## src/hdl/drive_serial_port_config_pkg.sv

```systemverilog
// package: register map, reset values, timing counts and types of the serial port setup block
// assumes a 40 MHz system clock; the uart and protocol engines live outside this block
package drive_serial_port_config_pkg;

    // ------------------------------------------------------------------
    // clock and timing
    // ------------------------------------------------------------------
    localparam int CLK_HZ         = 40_000_000;
    localparam int OVERSAMPLE     = 16;
    localparam int WDOG_STEP_MS   = 10;
    localparam int REPLY_STEP_MS  = 1;
    localparam int WDOG_STEP_CYC  = CLK_HZ / 1000 * WDOG_STEP_MS;
    localparam int REPLY_STEP_CYC = CLK_HZ / 1000 * REPLY_STEP_MS;

    // ------------------------------------------------------------------
    // register offsets (byte addresses)
    // ------------------------------------------------------------------
    localparam logic [7:0] OFS_LINE    = 8'h00;
    localparam logic [7:0] OFS_STATION = 8'h04;
    localparam logic [7:0] OFS_ERRSEL  = 8'h08;
    localparam logic [7:0] OFS_WDOG    = 8'h0C;
    localparam logic [7:0] OFS_REPLY   = 8'h10;
    localparam logic [7:0] OFS_STATUS  = 8'h14;
    localparam logic [7:0] OFS_MASK    = 8'h18;
    localparam logic [7:0] OFS_STATE   = 8'h1C;

    // ------------------------------------------------------------------
    // field limits and reset values
    // ------------------------------------------------------------------
    localparam logic [3:0]  BAUD_MIN      = 4'h3;
    localparam logic [3:0]  BAUD_MAX      = 4'hA;
    localparam logic [3:0]  BAUD_RST      = 4'h5;
    localparam logic [1:0]  PAR_MAX       = 2'h2;
    localparam logic [1:0]  PAR_RST       = 2'h0;
    localparam logic [1:0]  STOP_ONE      = 2'h1;
    localparam logic [1:0]  STOP_TWO      = 2'h2;
    localparam logic [7:0]  STATION_MIN   = 8'h01;
    localparam logic [7:0]  STATION_MAX   = 8'hF7;
    localparam logic [7:0]  STATION_RST   = 8'h01;
    localparam logic [13:0] WDOG_MAX      = 14'h270F;
    localparam logic [13:0] WDOG_RST      = 14'h0000;
    localparam logic [9:0]  REPLY_MAX     = 10'h3E8;
    localparam logic [9:0]  REPLY_RST     = 10'h000;
    localparam int          NUM_EVENTS    = 4;
    localparam int          EV_TIMEOUT    = 0;
    localparam int          EV_REFUSED    = 1;
    localparam int          EV_FOR_US     = 2;
    localparam int          EV_REPLY      = 3;

    typedef enum logic [2:0] {
        ERR_TRIP       = 3'h0,
        ERR_DECEL_TRIP = 3'h1,
        ERR_IGNORE     = 3'h2,
        ERR_FREE_RUN   = 3'h3,
        ERR_DECEL_STOP = 3'h4
    } err_resp_t;

    typedef struct packed {
        logic [3:0] baudSel;
        logic [1:0] parity;
        logic [1:0] stopSel;
    } line_cfg_t;

    localparam line_cfg_t LINE_RST = '{baudSel: BAUD_RST, parity: PAR_RST, stopSel: STOP_ONE};

    // clocks per oversample tick, rounded to nearest
    function automatic logic [11:0] baud_div(input logic [3:0] code);
        int rate;
        case (code)
            4'h3:    rate = 2400;
            4'h4:    rate = 4800;
            4'h6:    rate = 19200;
            4'h7:    rate = 38400;
            4'h8:    rate = 57600;
            4'h9:    rate = 76800;
            4'hA:    rate = 115200;
            default: rate = 9600;
        endcase
        return 12'((CLK_HZ + OVERSAMPLE * rate / 2) / (OVERSAMPLE * rate));
    endfunction

endpackage

```

## src/hdl/drive_serial_port_config.sv

```systemverilog
// serial port setup and supervision: line format, station filter, reply delay,
// comms watchdog and error reaction, all set by the local cpu over apb
// assumes uart/protocol logic on the same clock reports frames and network write attempts
//
// The register offsets and the APB slave port were decided locally.
`timescale 1ns/1ps

module drive_serial_port_config
    import drive_serial_port_config_pkg::*;
#(
    parameter int WDOG_TICK_CYC  = WDOG_STEP_CYC,
    parameter int REPLY_TICK_CYC = REPLY_STEP_CYC
) (
    input  wire logic        clk,
    input  wire logic        rstn,
    input  wire logic        psel,
    input  wire logic        penable,
    input  wire logic        pwrite,
    input  wire logic [7:0]  paddr,
    input  wire logic [31:0] pwdata,
    output logic      [31:0] prdata,
    output logic             pready,
    output logic             pslverr,
    input  wire logic        netCfgWrite,
    input  wire logic        rxFrameDone,
    input  wire logic        rxFrameOk,
    input  wire logic [7:0]  rxFrameAddr,
    output logic             bitTick,
    output line_cfg_t        lineCfg,
    output logic             frameForUs,
    output logic             replyGo,
    output logic             commErr,
    output logic             tripReq,
    output logic             decelReq,
    output logic             coastReq,
    output logic             irq
);

    // ------------------------------------------------------------------
    // apb slave and configuration registers
    // ------------------------------------------------------------------
    line_cfg_t              line_q, line_d;
    logic      [7:0]        station_q, station_d;
    err_resp_t              errSel_q, errSel_d;
    logic      [13:0]       wdPeriod_q, wdPeriod_d;
    logic      [9:0]        replyDly_q, replyDly_d;
    logic [NUM_EVENTS-1:0]  status_q, status_d, mask_q, mask_d, events;
    logic      [31:0]       prdata_d;
    logic                   pready_d, pslverr_d, irq_d;
    logic                   wrEn, mapped;

    assign wrEn   = psel & penable & pready & pwrite;
    assign mapped = (paddr[1:0] == 2'h0) && (paddr <= OFS_STATE);

    always_comb begin
        line_d     = line_q;
        station_d  = station_q;
        errSel_d   = errSel_q;
        wdPeriod_d = wdPeriod_q;
        replyDly_d = replyDly_q;
        mask_d     = mask_q;
        status_d   = status_q;
        // only the local apb port reaches these; out-of-range values are dropped
        if (wrEn) begin
            case (paddr)
                OFS_LINE: begin
                    if (pwdata[3:0] >= BAUD_MIN && pwdata[3:0] <= BAUD_MAX &&
                        pwdata[5:4] <= PAR_MAX &&
                        (pwdata[7:6] == STOP_ONE || pwdata[7:6] == STOP_TWO))
                        line_d = '{baudSel: pwdata[3:0], parity: pwdata[5:4], stopSel: pwdata[7:6]};
                end
                OFS_STATION: begin
                    if (pwdata[7:0] >= STATION_MIN && pwdata[7:0] <= STATION_MAX)
                        station_d = pwdata[7:0];
                end
                OFS_ERRSEL: begin
                    if (pwdata[2:0] <= ERR_DECEL_STOP)
                        errSel_d = err_resp_t'(pwdata[2:0]);
                end
                OFS_WDOG: begin
                    if (pwdata[13:0] <= WDOG_MAX)
                        wdPeriod_d = pwdata[13:0];
                end
                OFS_REPLY: begin
                    if (pwdata[9:0] <= REPLY_MAX)
                        replyDly_d = pwdata[9:0];
                end
                OFS_STATUS: status_d = status_q & ~pwdata[NUM_EVENTS-1:0];
                OFS_MASK:   mask_d = pwdata[NUM_EVENTS-1:0];
                default: ;
            endcase
        end
        // a fresh event beats a clear in the same cycle
        status_d = status_d | events;
        irq_d    = |(status_d & mask_d);
        // one wait state: read data is fetched in the first access cycle
        pready_d  = psel & penable & ~pready;
        pslverr_d = psel & penable & ~pready & ~mapped;
        prdata_d  = prdata;
        if (psel & penable & ~pready) begin
            case (paddr)
                OFS_LINE:    prdata_d = {24'h000000, line_q.stopSel, line_q.parity, line_q.baudSel};
                OFS_STATION: prdata_d = {24'h000000, station_q};
                OFS_ERRSEL:  prdata_d = {29'h00000000, errSel_q};
                OFS_WDOG:    prdata_d = {18'h00000, wdPeriod_q};
                OFS_REPLY:   prdata_d = {22'h000000, replyDly_q};
                OFS_STATUS:  prdata_d = {28'h0000000, status_q};
                OFS_MASK:    prdata_d = {28'h0000000, mask_q};
                OFS_STATE:   prdata_d = {26'h0000000, replyGo, commErr, tripReq,
                                         decelReq, coastReq, frameForUs};
                default:     prdata_d = 32'h00000000;
            endcase
        end
    end

    always_ff @(posedge clk or negedge rstn) begin
        if (!rstn) begin
            line_q     <= LINE_RST;
            station_q  <= STATION_RST;
            errSel_q   <= ERR_IGNORE;
            wdPeriod_q <= WDOG_RST;
            replyDly_q <= REPLY_RST;
            status_q   <= '0;
            mask_q     <= '0;
            prdata     <= 32'h00000000;
            pready     <= 1'b0;
            pslverr    <= 1'b0;
            irq        <= 1'b0;
        end else begin
            line_q     <= line_d;
            station_q  <= station_d;
            errSel_q   <= errSel_d;
            wdPeriod_q <= wdPeriod_d;
            replyDly_q <= replyDly_d;
            status_q   <= status_d;
            mask_q     <= mask_d;
            prdata     <= prdata_d;
            pready     <= pready_d;
            pslverr    <= pslverr_d;
            irq        <= irq_d;
        end
    end

    // ------------------------------------------------------------------
    // line format and oversample tick, shared by panel and network
    // ------------------------------------------------------------------
    logic [11:0] baudCnt_q, baudCnt_d;
    logic        bitTick_d;

    always_comb begin
        bitTick_d = 1'b0;
        baudCnt_d = baudCnt_q + 12'h001;
        // a rate change restarts the divider so no short tick appears
        if (line_d.baudSel != line_q.baudSel) begin
            baudCnt_d = 12'h000;
        end else if (baudCnt_q >= baud_div(line_q.baudSel) - 12'h001) begin
            baudCnt_d = 12'h000;
            bitTick_d = 1'b1;
        end
    end

    always_ff @(posedge clk or negedge rstn) begin
        if (!rstn) begin
            baudCnt_q <= 12'h000;
            bitTick   <= 1'b0;
            lineCfg   <= LINE_RST;
        end else begin
            baudCnt_q <= baudCnt_d;
            bitTick   <= bitTick_d;
            lineCfg   <= line_q;
        end
    end

    // ------------------------------------------------------------------
    // station filter and reply delay
    // ------------------------------------------------------------------
    typedef enum logic [1:0] {
        RP_IDLE = 2'b00,
        RP_WAIT = 2'b01
    } reply_state_t;

    reply_state_t rpState_q, rpState_d;
    logic [9:0]   dlyCnt_q, dlyCnt_d;
    logic [19:0]  msPre_q, msPre_d;
    logic         goodFrame, forUsEv, replyEv, msTick;

    assign goodFrame = rxFrameDone & rxFrameOk;
    assign forUsEv   = goodFrame && (rxFrameAddr == station_q);
    assign msTick    = (msPre_q == 20'(REPLY_TICK_CYC - 1));

    always_comb begin
        rpState_d = rpState_q;
        dlyCnt_d  = dlyCnt_q;
        msPre_d   = msTick ? 20'h00000 : msPre_q + 20'h00001;
        replyEv   = 1'b0;
        if (forUsEv) begin
            // a new frame for us restarts the wait from its full length
            rpState_d = RP_WAIT;
            dlyCnt_d  = replyDly_q;
            msPre_d   = 20'h00000;
        end else begin
            case (rpState_q)
                RP_IDLE: ;
                RP_WAIT: begin
                    if (dlyCnt_q == 10'h000) begin
                        replyEv   = 1'b1;
                        rpState_d = RP_IDLE;
                    end else if (msTick) begin
                        dlyCnt_d = dlyCnt_q - 10'h001;
                    end
                end
                default: rpState_d = RP_IDLE;
            endcase
        end
    end

    always_ff @(posedge clk or negedge rstn) begin
        if (!rstn) begin
            rpState_q  <= RP_IDLE;
            dlyCnt_q   <= 10'h000;
            msPre_q    <= 20'h00000;
            frameForUs <= 1'b0;
            replyGo    <= 1'b0;
        end else begin
            rpState_q  <= rpState_d;
            dlyCnt_q   <= dlyCnt_d;
            msPre_q    <= msPre_d;
            frameForUs <= forUsEv;
            replyGo    <= replyEv;
        end
    end

    // ------------------------------------------------------------------
    // watchdog and error reaction
    // ------------------------------------------------------------------
    logic [21:0] wdPre_q, wdPre_d;
    logic [13:0] wdCnt_q, wdCnt_d;
    logic        commErr_d, timeoutEv, wdTick;
    logic        tripReq_d, decelReq_d, coastReq_d;

    assign wdTick = (wdPre_q == 22'(WDOG_TICK_CYC - 1));

    always_comb begin
        wdPre_d   = wdTick ? 22'h000000 : wdPre_q + 22'h000001;
        wdCnt_d   = wdCnt_q;
        commErr_d = commErr;
        timeoutEv = 1'b0;
        if (goodFrame) begin
            wdPre_d   = 22'h000000;
            wdCnt_d   = 14'h0000;
            commErr_d = 1'b0;
        end else if (wdPeriod_q != 14'h0000 && !commErr && wdTick) begin
            wdCnt_d = wdCnt_q + 14'h0001;
            if (wdCnt_d >= wdPeriod_q) begin
                timeoutEv = 1'b1;
                commErr_d = 1'b1;
            end
        end
        // the error level stays until a good frame; the drive reacts to it
        tripReq_d  = commErr_d && (errSel_q == ERR_TRIP || errSel_q == ERR_DECEL_TRIP);
        decelReq_d = commErr_d && (errSel_q == ERR_DECEL_TRIP || errSel_q == ERR_DECEL_STOP);
        coastReq_d = commErr_d && (errSel_q == ERR_FREE_RUN);
    end

    assign events = {replyEv, forUsEv, netCfgWrite, timeoutEv};

    always_ff @(posedge clk or negedge rstn) begin
        if (!rstn) begin
            wdPre_q  <= 22'h000000;
            wdCnt_q  <= 14'h0000;
            commErr  <= 1'b0;
            tripReq  <= 1'b0;
            decelReq <= 1'b0;
            coastReq <= 1'b0;
        end else begin
            wdPre_q  <= wdPre_d;
            wdCnt_q  <= wdCnt_d;
            commErr  <= commErr_d;
            tripReq  <= tripReq_d;
            decelReq <= decelReq_d;
            coastReq <= coastReq_d;
        end
    end
endmodule // drive_serial_port_config

```

## config.mk

```make
export PLATFORM = sky130hd
export DESIGN_NAME = drive_serial_port_config
export DESIGN_NICKNAME = d
export VERILOG_FILES = /design/src/hdl/drive_serial_port_config_pkg.sv /design/src/hdl/drive_serial_port_config.sv
export SDC_FILE = /design/constraint.sdc
export NUM_CORES = 1
export LEC_CHECK = 0
export BUFFER_PORTS_ARGS = -buffer_cell sky130_fd_sc_hd__buf_2
export CORE_UTILIZATION = 40
export CTS_BUF_LIST = sky130_fd_sc_hd__clkbuf_16
export CTS_CLUSTER_SIZE = 28
export DETAILED_ROUTE_END_ITERATION = 10
export MAX_ROUTING_LAYER = met4
export SETUP_SLACK_MARGIN = 0.05
export SLEW_MARGIN = 20
export SYNTH_ARGS = -nofsm -noshare
export SYNTH_HDL_FRONTEND = slang
export SYNTH_SLANG_ARGS = --single-unit
```

## constraint.sdc

```tcl
create_clock -name clk -period 85.8 [get_ports clk]
set_clock_uncertainty 0.2 [all_clocks]
set_input_delay 17.16 -clock clk [delete_from_list [all_inputs] [get_ports clk]]
set_output_delay 17.16 -clock clk [all_outputs]
set_load 0.02 [all_outputs]
```

# After elaboration in Yosys (flattened, before gate mapping)
# Index checks and enable logic that the tools add are counted.
[totals] memories=0 romBits=0 input_bits=56 out_inout_bits=50 reg_bits=181 latch_bits=0 mem_bits_rw=0
[classes] eq_ne=27 bitwise_logic=12 mul=0 div=1 n_reduce_logical=32 n_lt_le_gt_ge=11 mux=36 n_shift=0 addsub=7
[op_table] op="$pmux W17 S7" count=1
[op_table] op="$pmux W14 S8" count=1
[op_table] op="$mux W22" count=2
[op_table] op="$mux W10" count=4
[op_table] op="$mux W20" count=2
[op_table] op="$add A27 B31 Y32 const A" count=1
[op_table] op="$div A32 B32 Y32" count=1
[op_table] op="$eq A8 B5 Y1 const B" count=4
[op_table] op="$mux W14" count=2
[op_table] op="$mux W28" count=1
[op_table] op="$mux W12" count=2
[op_table] op="$mux W8" count=3
[op_table] op="$add A22 B1 Y22 const B" count=1
[op_table] op="$eq A22 B19 Y1 const B" count=1
[op_table] op="$add A20 B1 Y20 const B" count=1
[op_table] op="$eq A20 B16 Y1 const B" count=1
[op_table] op="$reduce_and A3 Y1" count=6
[op_table] op="$eq A8 B4 Y1 const B" count=2
[op_table] op="$mux W4" count=4
[op_table] op="$add A14 B1 Y14 const B" count=1
[op_table] op="$ge A14 B14 Y1" count=1
[op_table] op="$le A14 B14 Y1 const B" count=1
[op_table] op="$reduce_bool A14 Y1" count=1
[op_table] op="$add A12 B1 Y12 const B" count=1
[op_table] op="other kinds (42)" count=81

# Depth between registers and ports, before layout
[logic_depth] word_depth=15 mapped_depth=243 mapped_depth_nobuf=224

# Worst setup path before layout
# No wires, ideal clock.
[synth_timing] path_kind="flip-flop to flip-flop" startpoint="reg line_q[4] (netlist bit)" endpoint="reg baudCnt_q[10]" required_time_ps=85505 path_stages_with_launch=232 setup_slack_ps=38723 setup_time_ps=95 n_path_buf=20 t_arrival_ps=46781 period_less_slack_ps=47077 path_cell_list="dfstp_2 clkbuf_1 clkbuf_1 o21ai_0 o21ai_0 ha_1 o211ai_1 a21oi_1 o31a_1 and3_1 ha_1 o21ai_1 a21oi_2 a2111oi_4 nor2_1 mux2_2 ha_1 nand3_1 [196 not listed] o21ai_0 nand2b_1 a21oi_1 nor2b_1 o21ai_0 nor4bb_1 o211ai_1 nor3_1 nand3_1 or4_1 xnor2_1 ha_1 nand4_1 nor2_1 a21oi_1 o211a_1 clkbuf_1 nor4b_2"
[synth_between] elab_chain_len=9 word_cells_on_any_way=19 cone_classes="2 x add/sub; 1 x div; 1 x order compare; 8 x eq/ne; 7 x mux"
[synth_rtl] element="from (decl)" line_no="drive_serial_port_config.sv:42" text="line_cfg_t line_q, line_d;"
[synth_rtl] element="from (signal assigned)" line_no="drive_serial_port_config.sv:130" text="line_q <= line_d;"
[synth_rtl] element="$eq A4 B4 Y1 (tied with other cells)" line_no="drive_serial_port_config_pkg.sv:69" text="case (code)"
[synth_rtl] element="$pmux W17 S7" line_no="drive_serial_port_config_pkg.sv:69"
[synth_rtl] element="$mux W28" line_no="drive_serial_port_config.sv:154" text="if (line_d.baudSel != line_q.baudSel) begin"
[synth_rtl] element="$add A27 B31 Y32" line_no="drive_serial_port_config_pkg.sv:79" text="return 12'((CLK_HZ + OVERSAMPLE * rate / 2) / (OVERSAMPLE * rate));"
[synth_rtl] element="$div A32 B32 Y32" line_no="drive_serial_port_config_pkg.sv:79"
[synth_rtl] element="$sub A12 B1 Y12" line_no="drive_serial_port_config.sv:156" text="end else if (baudCnt_q >= baud_div(line_q.baudSel) - 12'h001) begin"
[synth_rtl] element="$ge A12 B12 Y1" line_no="drive_serial_port_config.sv:156"
[synth_rtl] element="$mux W12" line_no="drive_serial_port_config.sv:156"
[synth_rtl] element="$mux W12 (*)" line_no="drive_serial_port_config.sv:154"
[synth_rtl] element="net baudCnt_d[10]" line_no="drive_serial_port_config.sv:147" text="logic [11:0] baudCnt_q, baudCnt_d;"
[synth_rtl] element="to (signal assigned)" line_no="drive_serial_port_config.sv:168" text="baudCnt_q <= baudCnt_d;"
[synth_rtl] element="to (decl)" line_no="drive_serial_port_config.sv:147"
# The timed path passes the listed nets; every way through them passes the cells marked *. The select of a mux whose other input is x is not followed.
# A chain may end at the register's enable or synchronous reset.

# Worst setup path after layout
[layout_timing] startpoint="reg line_q[5] (netlist bit)" endpoint="reg baudCnt_q[11]"
# The elaborated chain is that of the path after synthesis.

==> metrics.md <==
| Metric | Value |
|---|---|
| CTS tree | `yes` |
| Startpoint of the worst hold path | `line_q[0]` |
| Outcome | `finished clean` |
| Tot GR Track Use | `21.9%` |
| Overflow left after global routing | `0` |
| Largest cells by area after synthesis | `dfrtp_1, ha_1, nor2_1` |
| CP max FO | `27` |
| Final Hold Viols | `0` |
| Startpoint Class | `flop` |
| Post-synthesis sequential area ratio | `21.3%` |
| Vias per cell | `~5.9` |
| Area Overhead vs Synth | `8.42%` |
| FF-to-FF Start | `line_q[5]` |
| Crit end category | `flop` |
| Largest net degree at the start of global routing | `108` |
| RSZ-0062 raised after global routing | `false` |
| Setup TNS | `0 ps` |
| DIE AREA | `48,500 um^2` |
| Root Buffer | `clkbuf_16` |
| Yosys top cell by area | `dfrtp_1` |
| Core box area | `46,800 um^2` |
| Initial antenna violation count | `0` |
| Crit path kind | `flop to flop` |
| Flops & latches, synth | `162` |
| I/O pins | `between 100 and 150` |
| Tmin final | `52,750 ps` |
| Max stage delay cell, worst path | `dfrtp_1` |
| Arrival time worst endpoint | `52,810 ps` |
| Fin. max-slew vios | `0` |
| Sink Count | `between 150 and 200` |
| Port Buf Inserts | `69` |
| Synth async-reset ratio | `100%` |
| Most frequent cells after synthesis | `nor2_1, ha_1, nand2_1` |
| Cell area after synthesis | `19,100 um^2` |
| Post-route ant nets | `0` |
| HP Class | `flop to flop` |
| Netlist cell types | `116` |
| Most frequent cell after synthesis | `nor2_1` |
| DRC | `0` |
| Avg Inst Size Synth | `roughly 8.2 um^2` |
| Fin crit share | `61.5%` |
| Vias in the first global route | `17,100` |
| Max_cap viols | `0` |
| Max Freq | `19.0 MHz` |
| Max clock buf depth | `2` |
| Worst R2R Path Depth | `215` |
| Tightest Pin Transition | `roughly 1000 ps` |
| Syn Inst Count | `2,329` |
| Post-CTS Setup Bufs | `0` |
| Drt initial violations | `997` |
| Reg clk slew, reported paths | `70 ps` |
| Worst r2r dst | `baudCnt_q[11]` |
| Hold Path End | `lineCfg[0]` |
| Hold buffers post-CTS | `0` |
| Starting density of the core | `around 41%` |
| Final setup fails | `0` |
| Post-DP HPWL | `39.3 mm` |
| Post-CTS resize count | `0` |
| Vias post-DR | `17,700` |
| Ant. Diodes | `0` |
| Yosys top cell area share | `20.2%` |
| Reg2Reg Setup Slack | `33,050 ps` |
| Htree depth | `4` |
| Post-synth EDFFs | `0` |
| Slew margin rel. | `32.2%` |
| Layout cells sized above 1 | `12.1%` |
| Post-Route WL | `51.1 mm` |
| Initial DRT Pass Iterations | `7` |
| Routability Congestion | `around 0.9` |
| Clk Latency, worst-skew pair | `430 ps` |
| Site row count | `79` |
| Routed WL per cell | `roughly 17 um` |
| Worst EP required | `85,870 ps` |
| Die H | `~220 um` |
| Die width | `220 um` |
| Worst path most repeated cell | `o21a_1` |
| First-pass GRT wire length | `85.1 mm` |
| Hold path depth | `0` |
| Dominant synthesized flop cell | `dfrtp_1` |
| YS warnings | `0` |
| WHS | `188 ps` |
| Final net count | `roughly 2,700` |
| TritonCTS Buffers | `17` |
| Max incr delay on CP | `830 ps` |
==> flip-flops by register name, indices dropped and copies added (netlist names), 3 cells and up <==
name        count
errSel_q        3
lineCfg         8
wdPeriod_q     14
station_q       8
line_q          8
replyDly_q     10
msPre_q        20
dlyCnt_q       10
baudCnt_q      12
wdCnt_q        14
prdata         14
status_q        4
wdPre_q        22
mask_q          4
==> placed cells by master, fill, tap and decap left out, types with 8 or more instances in the layout <==
cell	instances
xor2_1	91
nand3_1	66
dfstp_2	8
a31oi_1	8
or3_1	19
clkbuf_16	17
o21ai_0	102
mux2_2	73
nor2b_1	25
o21a_1	89
nand4_1	33
a211oi_1	13
o21ai_1	12
nor2_1	226
nor3_1	118
or2_2	25
conb_1	29
a21o_1	56
buf_4	27
o31ai_1	52
dfrtp_1	154
and3_1	36
inv_1	51
a21oi_1	146
nor4_1	19
buf_2	68
nor4b_2	10
xnor2_1	84
o211ai_1	17
nand2b_1	37
a22oi_1	28
ha_1	221
and2_1	17
and4_1	9
mux2i_1	14
nand2_1	198
==> final cells by class <==
type	instances	area (um^2)
Fill cell	4658	26100
Tap cell	607	759
Timing Repair Buffer	96	554
Clock buffer	17	425
Clock inverter	15	118
Sequential cell	162	4060
Inverter	52	195
Multi-Input combinational cell	2061	14500
==> critical path: cells and delay by family (launching register included) <==
family	cells	cell delay, ps
mux	7	2410
flops	1	830
buf+inv	8	2320
fa+ha+maj	18	5630
simple gates	59	12630
compound gates	122	28220
xor+xnor	1	160
==> routing by layer <==
layer  vias up  global-route usage, %  wire length (um)
met4         0                   5.20               892
met2       301                   37.3             24500
met3        58                   1.31              1280
li1       8786                      -                 -
met1      8528                   28.4             24400
met5         -                      -                 0
==> stage by stage <==
step | area, um^2 | setup WS [ps] | std cells | utilization, %
6_report | 20700 | 33050 | 3010 | 44.2
5_1_grt | 20700 | 28750 | 3010 | 44.2
4_1_cts | 20700 | 33170 | 3010 | 44.2
3_5_place_dp | 20100 | 33500 | 2978 | 43.0
3_3_place_gp | 20100 | 34130 | 2978 | 43.0
2_1_floorplan | 19200 | 38720 | 2356 | -
==> cell families (layout without fill, tap and decap cells) <==
group           Yosys count  count (layout)  synth area share (%)
compound gates          658             658                  24.1
mux                      89              89                  5.25
simple gates            888             888                  23.5
xor+xnor                175             175                  8.04
fa+ha+maj               222             222                  14.6
buf+inv                 133             180                  3.14
flops                   162             162                  21.3
other cells               2              29                0.0394
==> how the worst max path moves through the flow <==
stage	start	slack (ps)	end
floorplan	line_q[4]	38720	baudCnt_q[10]
global placement	line_q[5]	34130	baudCnt_q[11]
detailed placement	line_q[5]	33500	baudCnt_q[11]
CTS	line_q[5]	33170	baudCnt_q[11]
global route	line_q[5]	28750	baudCnt_q[11]
finish	line_q[5]	33050	baudCnt_q[11]
Power is not shown: default switching activity piles up to over one toggle a cycle in this logic, so the estimate is an artifact.
